[src/rau_pkg.sv]
// Constants for the RAM/ROM addressing unit: register map, fields, commands.
// Assumes a 32-bit AXI4-Lite register bus and a 10-bit program ROM word.
package rau_pkg;

  // ****************************************************************
  // Widths
  // ****************************************************************
  localparam int RAU_PC_W   = 14;
  localparam int RAU_RAM_W  = 10;
  localparam int RAU_ROM_W  = 10;
  localparam int RAU_NIB_W  = 4;
  localparam int RAU_AXI_AW = 8;

  // ****************************************************************
  // Register byte addresses (bank select is register index 0x3F)
  // ****************************************************************
  localparam logic [7:0] RAU_IDX_BANK_SEL = 8'h3F;
  localparam logic [RAU_AXI_AW-1:0] RAU_ADDR_CMD      = 8'h00;
  localparam logic [RAU_AXI_AW-1:0] RAU_ADDR_INDEX    = 8'h04;
  localparam logic [RAU_AXI_AW-1:0] RAU_ADDR_ACC      = 8'h08;
  localparam logic [RAU_AXI_AW-1:0] RAU_ADDR_PAIR     = 8'h0C;
  localparam logic [RAU_AXI_AW-1:0] RAU_ADDR_PC       = 8'h10;
  localparam logic [RAU_AXI_AW-1:0] RAU_ADDR_RAM      = 8'h14;
  localparam logic [RAU_AXI_AW-1:0] RAU_ADDR_PORTS    = 8'h18;
  localparam logic [RAU_AXI_AW-1:0] RAU_ADDR_BANK_SEL = 8'hFC; // 4 x index

  // ****************************************************************
  // Command register fields
  // ****************************************************************
  localparam int RAU_CMD_OP_LSB  = 0;
  localparam int RAU_CMD_IMM_LSB = 4;

  localparam logic [3:0] RAU_OP_NONE       = 4'h0;
  localparam logic [3:0] RAU_OP_LONG_JUMP  = 4'h1;
  localparam logic [3:0] RAU_OP_LONG_BRNCH = 4'h2;
  localparam logic [3:0] RAU_OP_CALL       = 4'h3;
  localparam logic [3:0] RAU_OP_SHORT_PAGE = 4'h4;
  localparam logic [3:0] RAU_OP_ZERO_CALL  = 4'h5;
  localparam logic [3:0] RAU_OP_TABLE_JUMP = 4'h6;
  localparam logic [3:0] RAU_OP_TABLE_READ = 4'h7;
  localparam logic [3:0] RAU_OP_ADVANCE    = 4'h8;
  localparam logic [3:0] RAU_OP_RAM_DIRECT = 4'h9;
  localparam logic [3:0] RAU_OP_RAM_INDIR  = 4'hA;
  localparam logic [3:0] RAU_OP_RAM_MEMREG = 4'hB;

  // ****************************************************************
  // RAM address forming modes
  // ****************************************************************
  localparam logic [1:0] RAU_RM_INDIRECT = 2'h0;
  localparam logic [1:0] RAU_RM_DIRECT   = 2'h1;
  localparam logic [1:0] RAU_RM_MEMREG   = 2'h2;

  localparam logic [RAU_RAM_W-1:0] RAU_BANK_LO   = 10'h090;
  localparam logic [RAU_RAM_W-1:0] RAU_BANK_HI   = 10'h25F;
  localparam logic [RAU_RAM_W-1:0] RAU_MEMREG_LO = 10'h040;

  // ****************************************************************
  // ROM word fields, page layout, reset values, bus answers
  // ****************************************************************
  localparam int RAU_ROM_ACC_BIT  = 8;
  localparam int RAU_ROM_PORT_BIT = 9;
  localparam logic [7:0] RAU_PAGE_LAST = 8'hFF;
  localparam logic [RAU_PC_W-1:0] RAU_PC_RST = 14'h0000;
  localparam logic [3:0] RAU_NIB_RST = 4'h0;
  localparam logic [1:0] RAU_RESP_OKAY   = 2'h0;
  localparam logic [1:0] RAU_RESP_SLVERR = 2'h2;

  typedef enum logic [1:0] {
    RAU_ST_IDLE  = 2'b00,
    RAU_ST_FETCH = 2'b01,
    RAU_ST_APPLY = 2'b10
  } rau_state_t;

endpackage

[src/rau_ram_addr.sv]
// RAM address former for the addressing unit: indirect, direct, memory register.
// Assumes load is a one-cycle pulse from the main module in the aclk domain.
`timescale 1ns/10ps
module rau_ram_addr
  import rau_pkg::*;
(
  input  wire logic                 aclk,
  input  wire logic                 aresetn,
  input  wire logic                 ce,
  input  wire logic                 load,
  input  wire logic [1:0]           mode,
  input  wire logic [RAU_RAM_W-1:0] index,
  input  wire logic [RAU_RAM_W-1:0] imm,
  input  wire logic [RAU_NIB_W-1:0] bank_sel,
  output logic      [RAU_RAM_W-1:0] ram_addr,
  output logic                      bank_hit,
  output logic      [RAU_NIB_W-1:0] ram_bank
);

  logic [RAU_RAM_W-1:0] next_ram_addr;
  logic                 next_bank_hit;
  logic [RAU_NIB_W-1:0] next_ram_bank;
  logic [RAU_RAM_W-1:0] addr_sel;

  // ****************************************************************
  // Address selection and bank qualification
  // ****************************************************************
  always_comb
  begin
    addr_sel      = index;
    if (mode == RAU_RM_DIRECT)
    begin
      addr_sel = imm;
    end
    else if (mode == RAU_RM_MEMREG)
    begin
      addr_sel = RAU_MEMREG_LO | {6'h00, imm[3:0]};
    end
    next_ram_addr = ram_addr;
    next_bank_hit = bank_hit;
    next_ram_bank = ram_bank;
    if (load)
    begin
      next_ram_addr = addr_sel;
      // Bank only matters inside the banked window
      next_bank_hit = (addr_sel >= RAU_BANK_LO) && (addr_sel <= RAU_BANK_HI);
      next_ram_bank = next_bank_hit ? bank_sel : RAU_NIB_RST;
    end
  end

  // Register the formed address
  always_ff @(posedge aclk)
  begin
    if (!aresetn)
    begin
      ram_addr <= 10'h000;
      bank_hit <= 1'b0;
      ram_bank <= RAU_NIB_RST;
    end
    else if (ce)
    begin
      ram_addr <= next_ram_addr;
      bank_hit <= next_bank_hit;
      ram_bank <= next_ram_bank;
    end
  end

endmodule // rau_ram_addr

[src/rau_top.sv]
// Addressing unit top: AXI4-Lite registers, program counter forming, table read.
// Assumes the program ROM returns rom_data one cycle after rom_rd is high.
`timescale 1ns/10ps

// Operation
// - Indirect RAM addressing uses the single ten-bit index register as the address.
// - RAM addresses 0x090 to 0x25F are qualified by the bank select.
// - Direct RAM addressing uses the ten-bit second word as address.
// - Sixteen memory registers sit at RAM 0x040 to 0x04F.
// - Long jump, long branch and call load all fourteen counter bits from the immediate.
// - ROM has 64 pages of 256 words and a short page jump replaces the low eight bits.
// - A short page jump at the last word of a page lands in the following page.
// - Zero-page call loads six bits into bits 5..0 and clears bits 13..6.
// - A table jump target joins a four-bit immediate, the accumulator and pair.
// - A table-read word with bit 8 set loads its low byte into accumulator and pair.
// - A table-read word with bit 9 set loads its low byte into both port latches.
// - With bits 8 and 9 both set, all four destinations update together.
// - A table read only advances the program counter to the next instruction.
module rau_top
  import rau_pkg::*;
(
  input  wire logic                  aclk,
  input  wire logic                  aresetn,
  input  wire logic                  ce,
  input  wire logic [RAU_AXI_AW-1:0] s_axi_awaddr,
  input  wire logic [2:0]            s_axi_awprot,
  input  wire logic                  s_axi_awvalid,
  output logic                       s_axi_awready,
  input  wire logic [31:0]           s_axi_wdata,
  input  wire logic [3:0]            s_axi_wstrb,
  input  wire logic                  s_axi_wvalid,
  output logic                       s_axi_wready,
  output logic [1:0]                 s_axi_bresp,
  output logic                       s_axi_bvalid,
  input  wire logic                  s_axi_bready,
  input  wire logic [RAU_AXI_AW-1:0] s_axi_araddr,
  input  wire logic [2:0]            s_axi_arprot,
  input  wire logic                  s_axi_arvalid,
  output logic                       s_axi_arready,
  output logic [31:0]                s_axi_rdata,
  output logic [1:0]                 s_axi_rresp,
  output logic                       s_axi_rvalid,
  input  wire logic                  s_axi_rready,
  output logic [RAU_PC_W-1:0]        rom_addr,
  output logic                       rom_rd,
  input  wire logic [RAU_ROM_W-1:0]  rom_data,
  output logic [RAU_RAM_W-1:0]       ram_addr,
  output logic                       ram_bank_hit,
  output logic [RAU_NIB_W-1:0]       ram_bank,
  output logic [RAU_NIB_W-1:0]       port_one_latch,
  output logic [RAU_NIB_W-1:0]       port_two_latch
);

  // ****************************************************************
  // State
  // ****************************************************************
  logic                  aw_held,   next_aw_held;
  logic [RAU_AXI_AW-1:0] aw_addr,   next_aw_addr;
  logic                  w_held,    next_w_held;
  logic [31:0]           w_data,    next_w_data;
  logic [3:0]            w_strb,    next_w_strb;
  logic                  bvalid,    next_bvalid;
  logic [1:0]            bresp,     next_bresp;
  logic                  rvalid,    next_rvalid;
  logic [31:0]           rdata,     next_rdata;
  logic [1:0]            rresp,     next_rresp;
  logic [RAU_PC_W-1:0]   pc,        next_pc;
  logic [RAU_RAM_W-1:0]  index,     next_index;
  logic [RAU_NIB_W-1:0]  acc,       next_acc;
  logic [RAU_NIB_W-1:0]  pair,      next_pair;
  logic [RAU_NIB_W-1:0]  ram_bank_select, next_ram_bank_select;
  logic [RAU_NIB_W-1:0]  port_one,  next_port_one;
  logic [RAU_NIB_W-1:0]  port_two,  next_port_two;
  logic [RAU_PC_W-1:0]   rom_addr_q, next_rom_addr_q;
  rau_state_t            state,     next_state;
  logic                  ram_load,  next_ram_load;
  logic [1:0]            ram_mode,  next_ram_mode;
  logic [RAU_RAM_W-1:0]  ram_imm,   next_ram_imm;

  logic                  do_write;
  logic                  wr_ok;
  logic [31:0]           merged;
  logic [3:0]            cmd_op;
  logic [RAU_PC_W-1:0]   cmd_imm;
  logic [RAU_PC_W-1:0]   table_addr;
  logic [5:0]            page_sel;
  logic [31:0]           rd_word;
  logic                  rd_ok;

  // Byte-lane merge of a write into an existing word
  function automatic logic [31:0] rau_merge(input logic [31:0] old_w,
                                            input logic [31:0] new_w,
                                            input logic [3:0]  strb);
    logic [31:0] res;
    res = old_w;
    for (int i = 0; i < 4; i++)
    begin
      if (strb[i])
      begin
        res[i*8 +: 8] = new_w[i*8 +: 8];
      end
    end
    return res;
  endfunction

  // ****************************************************************
  // Bus handshakes
  // ****************************************************************
  // One write in flight: readies stay low until the response is taken
  assign s_axi_awready = !aw_held && !bvalid;
  assign s_axi_wready  = !w_held && !bvalid;
  assign s_axi_arready = !rvalid;
  assign s_axi_bvalid  = bvalid;
  assign s_axi_bresp   = bresp;
  assign s_axi_rvalid  = rvalid;
  assign s_axi_rdata   = rdata;
  assign s_axi_rresp   = rresp;
  assign do_write      = aw_held && w_held && !bvalid;

  // Outputs of the datapath
  assign rom_addr       = rom_addr_q;
  assign rom_rd         = (state == RAU_ST_FETCH);
  assign port_one_latch = port_one;
  assign port_two_latch = port_two;

  // Command fields and the shared table address
  assign cmd_op     = w_data[RAU_CMD_OP_LSB +: 4];
  assign cmd_imm    = w_data[RAU_CMD_IMM_LSB +: RAU_PC_W];
  assign table_addr = {cmd_imm[3:0], 2'b00, acc, pair};
  // A short page jump from the last word of a page lands on the next page
  assign page_sel   = (pc[7:0] == RAU_PAGE_LAST) ? pc[13:8] + 6'h01 : pc[13:8];

  // ****************************************************************
  // Read decode
  // ****************************************************************
  always_comb
  begin
    rd_word = 32'h0000_0000;
    rd_ok   = 1'b1;
    if (s_axi_araddr == RAU_ADDR_CMD)
    begin
      rd_word = 32'(state != RAU_ST_IDLE);
    end
    else if (s_axi_araddr == RAU_ADDR_INDEX)
    begin
      rd_word = 32'(index);
    end
    else if (s_axi_araddr == RAU_ADDR_ACC)
    begin
      rd_word = 32'(acc);
    end
    else if (s_axi_araddr == RAU_ADDR_PAIR)
    begin
      rd_word = 32'(pair);
    end
    else if (s_axi_araddr == RAU_ADDR_PC)
    begin
      rd_word = 32'(pc);
    end
    else if (s_axi_araddr == RAU_ADDR_RAM)
    begin
      rd_word = 32'({ram_bank_hit, 2'b00, ram_bank, ram_addr});
    end
    else if (s_axi_araddr == RAU_ADDR_PORTS)
    begin
      rd_word = 32'({port_two, port_one});
    end
    else if (s_axi_araddr == RAU_ADDR_BANK_SEL)
    begin
      rd_word = 32'(ram_bank_select);
    end
    else
    begin
      rd_ok = 1'b0;
    end
  end

  // ****************************************************************
  // Next-state logic for bus, registers and operations
  // ****************************************************************
  always_comb
  begin
    next_aw_held = aw_held;
    next_aw_addr = aw_addr;
    next_w_held  = w_held;
    next_w_data  = w_data;
    next_w_strb  = w_strb;
    next_bvalid  = bvalid;
    next_bresp   = bresp;
    next_rvalid  = rvalid;
    next_rdata   = rdata;
    next_rresp   = rresp;
    next_pc      = pc;
    next_index   = index;
    next_acc     = acc;
    next_pair    = pair;
    next_ram_bank_select = ram_bank_select;
    next_port_one = port_one;
    next_port_two = port_two;
    next_rom_addr_q = rom_addr_q;
    next_state    = state;
    next_ram_load = 1'b0;
    next_ram_mode = ram_mode;
    next_ram_imm  = ram_imm;
    wr_ok  = 1'b1;
    merged = 32'h0000_0000;

    // Address and data are accepted in either order
    if (s_axi_awvalid && s_axi_awready)
    begin
      next_aw_held = 1'b1;
      next_aw_addr = s_axi_awaddr;
    end
    if (s_axi_wvalid && s_axi_wready)
    begin
      next_w_held = 1'b1;
      next_w_data = s_axi_wdata;
      next_w_strb = s_axi_wstrb;
    end
    if (bvalid && s_axi_bready)
    begin
      next_bvalid = 1'b0;
    end

    // Table read sequence: fetch, then route the word by its flag bits
    case (state)
      RAU_ST_FETCH:
      begin
        next_state = RAU_ST_APPLY;
      end
      RAU_ST_APPLY:
      begin
        if (rom_data[RAU_ROM_ACC_BIT])
        begin
          next_acc  = rom_data[3:0];
          next_pair = rom_data[7:4];
        end
        if (rom_data[RAU_ROM_PORT_BIT])
        begin
          next_port_one = rom_data[3:0];
          next_port_two = rom_data[7:4];
        end
        // Neither bit set: all four destinations keep their value
        next_state = RAU_ST_IDLE;
      end
      default:
      begin
        next_state = RAU_ST_IDLE;
      end
    endcase

    // Register write; a command during a table read is dropped
    if (do_write)
    begin
      next_aw_held = 1'b0;
      next_w_held  = 1'b0;
      next_bvalid  = 1'b1;
      if (aw_addr == RAU_ADDR_CMD)
      begin
        if (state == RAU_ST_IDLE && w_strb == 4'hF)
        begin
          case (cmd_op)
            RAU_OP_LONG_JUMP, RAU_OP_LONG_BRNCH, RAU_OP_CALL:
            begin
              next_pc = cmd_imm;
            end
            RAU_OP_SHORT_PAGE:
            begin
              next_pc = {page_sel, cmd_imm[7:0]};
            end
            RAU_OP_ZERO_CALL:
            begin
              next_pc = {8'h00, cmd_imm[5:0]};
            end
            RAU_OP_TABLE_JUMP:
            begin
              next_pc = table_addr;
            end
            RAU_OP_TABLE_READ:
            begin
              next_rom_addr_q = table_addr;
              next_pc    = pc + 14'h0001;
              next_state = RAU_ST_FETCH;
            end
            RAU_OP_ADVANCE:
            begin
              next_pc = pc + 14'h0001;
            end
            RAU_OP_RAM_DIRECT:
            begin
              next_ram_load = 1'b1;
              next_ram_mode = RAU_RM_DIRECT;
              next_ram_imm  = cmd_imm[RAU_RAM_W-1:0];
            end
            RAU_OP_RAM_INDIR:
            begin
              next_ram_load = 1'b1;
              next_ram_mode = RAU_RM_INDIRECT;
            end
            RAU_OP_RAM_MEMREG:
            begin
              next_ram_load = 1'b1;
              next_ram_mode = RAU_RM_MEMREG;
              next_ram_imm  = cmd_imm[RAU_RAM_W-1:0];
            end
            default:
            begin
              next_ram_load = 1'b0;
            end
          endcase
        end
      end
      else if (aw_addr == RAU_ADDR_INDEX)
      begin
        merged     = rau_merge(32'(index), w_data, w_strb);
        next_index = merged[RAU_RAM_W-1:0];
      end
      else if (aw_addr == RAU_ADDR_ACC)
      begin
        merged   = rau_merge(32'(acc), w_data, w_strb);
        next_acc = merged[3:0];
      end
      else if (aw_addr == RAU_ADDR_PAIR)
      begin
        merged    = rau_merge(32'(pair), w_data, w_strb);
        next_pair = merged[3:0];
      end
      else if (aw_addr == RAU_ADDR_PC)
      begin
        merged  = rau_merge(32'(pc), w_data, w_strb);
        next_pc = merged[RAU_PC_W-1:0];
      end
      else if (aw_addr == RAU_ADDR_PORTS)
      begin
        merged        = rau_merge(32'({port_two, port_one}), w_data, w_strb);
        next_port_one = merged[3:0];
        next_port_two = merged[7:4];
      end
      else if (aw_addr == RAU_ADDR_BANK_SEL)
      begin
        merged = rau_merge(32'(ram_bank_select), w_data, w_strb);
        next_ram_bank_select = merged[3:0];
      end
      else if (aw_addr != RAU_ADDR_RAM)
      begin
        wr_ok = 1'b0;
      end
      next_bresp = wr_ok ? RAU_RESP_OKAY : RAU_RESP_SLVERR;
    end

    // Reads answer one cycle after the address is taken
    if (rvalid && s_axi_rready)
    begin
      next_rvalid = 1'b0;
    end
    if (s_axi_arvalid && s_axi_arready)
    begin
      next_rvalid = 1'b1;
      next_rdata  = rd_word;
      next_rresp  = rd_ok ? RAU_RESP_OKAY : RAU_RESP_SLVERR;
    end
  end

  // Register everything; ce low freezes the whole block
  always_ff @(posedge aclk)
  begin
    if (!aresetn)
    begin
      aw_held <= 1'b0;
      aw_addr <= 8'h00;
      w_held  <= 1'b0;
      w_data  <= 32'h0000_0000;
      w_strb  <= 4'h0;
      bvalid  <= 1'b0;
      bresp   <= RAU_RESP_OKAY;
      rvalid  <= 1'b0;
      rdata   <= 32'h0000_0000;
      rresp   <= RAU_RESP_OKAY;
      pc      <= RAU_PC_RST;
      index   <= 10'h000;
      acc     <= RAU_NIB_RST;
      pair    <= RAU_NIB_RST;
      ram_bank_select <= RAU_NIB_RST;
      port_one   <= RAU_NIB_RST;
      port_two   <= RAU_NIB_RST;
      rom_addr_q <= RAU_PC_RST;
      state      <= RAU_ST_IDLE;
      ram_load   <= 1'b0;
      ram_mode   <= RAU_RM_INDIRECT;
      ram_imm    <= 10'h000;
    end
    else if (ce)
    begin
      aw_held <= next_aw_held;
      aw_addr <= next_aw_addr;
      w_held  <= next_w_held;
      w_data  <= next_w_data;
      w_strb  <= next_w_strb;
      bvalid  <= next_bvalid;
      bresp   <= next_bresp;
      rvalid  <= next_rvalid;
      rdata   <= next_rdata;
      rresp   <= next_rresp;
      pc      <= next_pc;
      index   <= next_index;
      acc     <= next_acc;
      pair    <= next_pair;
      ram_bank_select <= next_ram_bank_select;
      port_one   <= next_port_one;
      port_two   <= next_port_two;
      rom_addr_q <= next_rom_addr_q;
      state      <= next_state;
      ram_load   <= next_ram_load;
      ram_mode   <= next_ram_mode;
      ram_imm    <= next_ram_imm;
    end
  end

  // ****************************************************************
  // RAM address former
  // ****************************************************************
  rau_ram_addr u_ram_addr (
    .aclk     (aclk),
    .aresetn  (aresetn),
    .ce       (ce),
    .load     (ram_load),
    .mode     (ram_mode),
    .index    (index),
    .imm      (ram_imm),
    .bank_sel (ram_bank_select),
    .ram_addr (ram_addr),
    .bank_hit (ram_bank_hit),
    .ram_bank (ram_bank)
  );

endmodule // rau_top

[config.mk]
export PLATFORM = sky130hd
export DESIGN_NAME = rau_top
export DESIGN_NICKNAME = d
export VERILOG_FILES = /design/src/rau_pkg.sv /design/src/rau_ram_addr.sv /design/src/rau_top.sv
export SDC_FILE = /design/constraint.sdc
export NUM_CORES = 1
export LEC_CHECK = 0
export BUFFER_PORTS_ARGS = -buffer_cell sky130_fd_sc_hd__buf_4
export CORE_MARGIN = 2
export CORE_UTILIZATION = 60
export DETAILED_ROUTE_END_ITERATION = 6
export GPL_ROUTABILITY_DRIVEN = 0
export GPL_TIMING_DRIVEN = 0
export PLACE_DENSITY = 0.91
export SKIP_CTS_REPAIR_TIMING = 1
export SYNTH_ARGS = -nofsm -noshare
export SYNTH_HDL_FRONTEND = slang
export SYNTH_SLANG_ARGS = --single-unit
[constraint.sdc]
create_clock -name aclk -period 3.3 [get_ports aclk]
set_input_delay 0.495 -clock aclk [delete_from_list [all_inputs] [get_ports aclk]]
set_output_delay 0.495 -clock aclk [all_outputs]
set_load 0.05 [all_outputs]
==> flow_metrics.tcl <==
set metrics [dict create \
    worstPathRequired_ns 3.59 \
    synth_seq_area_share_pct 37.2 \
    root_buffer "clkbuf_16" \
    fmax_mhz 381 \
    nets 1168 \
    wl_per_cell_um 19.7 \
    ir_worst_vdd_v 0.000334 \
    dp_slack_ns 0.436 \
    synthCells 941 \
    dr.pass1.iters 7 \
    die_area_um2 13200 \
    antenna_found_initial 0 \
    synth-edff-count 0 \
    cp_slowest_stage_delay_ns 0.54 \
    fillers 900 \
    place_area_um2 8450 \
    crit_chain "nor3_1 -> and3_1 -> clkbuf_1 -> clkbuf_1 -> o311ai_0 -> o221ai_1 -> a21oi_1" \
    rsz0062_at_grt "no" \
    rows 40 \
    yosys_most_used_dff "dfxtp_1" \
    grt_pass1_vias 7352 \
    timing.setup.tns_ns 0 \
    synth_top_area_share_pct 37.2 \
    synth.most_common_cell "dfxtp_1" \
    fin_cells 1250 \
    power.total_mw 4.00 \
    cp.arrival_ns 2.92 \
    ys_top_cells_by_area "dfxtp_1 37%, mux2i_1 7.5%, a21oi_1 7.0%" \
    timing.rr.start "aw_addr[7]" \
    r2r_end "pc[8]" \
    vias 8076 \
    dp_cells 1218 \
    critPathKind "flip-flop to flip-flop" \
    start_util_pct 61.3 \
    synth_top_area_cell "dfxtp_1" \
    reg2reg_depth 7 \
    ys_types 77 \
    diodes 0 \
    wl_um 24700 \
    slew_headroom_pct 31.7 \
    gr-total-overflow 0 \
    critical_path.endpoint "pc[8]" \
    cap_violations 0 \
    worst-path-buf-inv 2 \
    period_share_pct 79.6 \
    io_buffer_count 110 \
    die_w_um 115 \
    finalHoldViolCount 0 \
    hold_slack_ns 0.291 \
    period_minus_slack_ns 2.63 \
    worstHoldPathType "primary input to flip-flop" \
    cts.sinks 137 \
    io_pins 155 \
    ys_seq_elements 137 \
    path_common_cell "clkbuf_1" \
    violations "design-rule violations" \
    syn2layout_area_growth_pct 22.2 \
    insertion_delay_ns 0.44 \
    antenna_left 0 \
    cp_num_cells 7 \
    maxSlewViolCount 0 \
    syn_avg_cell_area_um2 7.82 \
    synth.cell_area_um2 7360 \
    slowest_stage "nor3_1" \
    crit_start "aw_addr[7]" \
    utilization_pct 74.9 \
    power_density_nw_per_um2 444 \
    start_kind "flip-flop" \
    clock_skew_ns 0.00986 \
    clkSlewWorstSetupHoldPaths_ns 0.06 \
    drc_errors 3 \
    reg2reg_slack_ns 0.67 \
    fin_area_um2 9000 \
    p_leak_nw 3.54 \
    setup_viol 0 \
    drive_gt1_share_pct 17.9 \
    status "finished with violations" \
    hpwl_um 17700 \
    end_kind "flip-flop" \
    grt_pass1_wl_um 37900 \
    worst_pin_slew_ns 1.02 \
    via_per_inst 6.46 \
    numCtsBuffers 17 \
    die_h_um 115 \
    grt_max_degree 17 \
    coreArea_um2 12000 \
    grt.total_usage_pct 37.4 \
    clockBufferDepth 2 \
    cpLargestDelayFamily "simple AND/OR/NAND/NOR gates" \
    cts_tree "done" \
    ys_top_cells_by_count "137 x dfxtp_1, 122 x nand2_1, 103 x a21oi_1, 87 x nor2_1" \
    path_max_fanout 10 \
    first_iter_violations 1279 \
    h-tree-depth 4 \
    fin_ws_ns 0.674 \
    yosysWarningCount 0 \
    async_flop_share_pct 0 \
]
-- power breakdown --
group | internal (mW) | total (mW) | switching (mW) | leakage (nW)
Combinational | 0.164 | 0.496 | 0.332 | 2.17
Sequential | 1.68 | 1.71 | 0.0270 | 1.11
Clock | 1.05 | 1.80 | 0.747 | 0.270
Total | 2.89 | 4.00 | 1.11 | 3.54
-- worst reg2reg max path, stage by stage (launching register included) --
cell      delay (ns)
dfxtp_1         0.34
nor3_1          0.54
and3_1          0.25
clkbuf_1        0.31
clkbuf_1        0.43
o311ai_0        0.25
o221ai_1        0.24
a21oi_1         0.10
-- placed cells by master, fill, tap and decap left out, types with 8 or more instances in the layout --
| cell type | n |
|---|---|
| a211oi_1 | 16 |
| a21oi_1 | 103 |
| a31oi_1 | 9 |
| and3_1 | 10 |
| buf_2 | 10 |
| buf_4 | 131 |
| clkbuf_1 | 57 |
| clkbuf_16 | 17 |
| conb_1 | 21 |
| dfxtp_1 | 137 |
| inv_1 | 23 |
| mux2i_1 | 55 |
| nand2_1 | 122 |
| nand3_1 | 48 |
| nand4_1 | 9 |
| nor2_1 | 87 |
| nor2b_1 | 8 |
| nor3_1 | 12 |
| o21ai_0 | 54 |
| o221ai_1 | 8 |
-- layer usage --
layer / wire length, um / vias up / GRT usage [%]
li1: - / 3631 / -
met1: 9260 / 3633 / 48.2
met2: 10500 / 641 / 56.6
met3: 3310 / 171 / 9.59
met4: 1650 / 0 / 23.0
met5: 0 / - / 0
-- logic make-up after synthesis --
| kind of cell | Yosys count | share of synthesized area, % |
|---|---|---|
| xor+xnor | 7 | 0.833 |
| flops | 137 | 37.2 |
| other cells | 1 | 0.0509 |
| compound gates | 264 | 22.8 |
| mux | 61 | 8.39 |
| simple gates | 350 | 22.9 |
| fa+ha+maj | 2 | 0.340 |
| buf+inv | 119 | 7.51 |
-- cell type report --
type	count	area, um2	area share [%]
multi-input cells	705	4140	46.1
flip-flops and latches	137	2740	30.5
repair buffers	110	826	9.18
plain buffers	95	463	5.15
clock buffers	20	447	4.97
well taps	147	184	2.04
clock inverters	12	101	1.13
inverters	24	90.1	1.00
-- flip-flops by register name (all words and copies together), names as in the netlist, 2 cells and up --
| name | flops |
|---|---|
| u_ram_addr.ram_addr | 10 |
| rom_addr | 12 |
| ram_mode | 2 |
| index | 10 |
| aw_addr | 8 |
| acc | 4 |
| port_one_latch | 4 |
| pc | 14 |
| ram_bank_select | 4 |
| s_axi_rdata | 15 |
| w_strb | 4 |
| ram_imm | 10 |
| port_two_latch | 4 |
| state | 2 |
| pair | 4 |
| w_data | 18 |
| u_ram_addr.ram_bank | 4 |
-- how the worst min path moves through the flow --
stage	start	to	slack [ns]	depth (start not counted)
3_5_place_dp	s_axi_rdata[11]	s_axi_rdata[11]	0.44	2
2_1_floorplan	w_data[15]	w_data[15]	0.43	2
6_report	s_axi_awaddr[1]	aw_addr[1]	0.29	3
3_3_place_gp	s_axi_rdata[8]	s_axi_rdata[8]	0.44	2
5_1_grt	s_axi_awaddr[6]	aw_addr[6]	0.31	3
4_1_cts	s_axi_awaddr[6]	aw_addr[6]	0.30	3
Note: power is estimated with default switching activity, not from simulation.
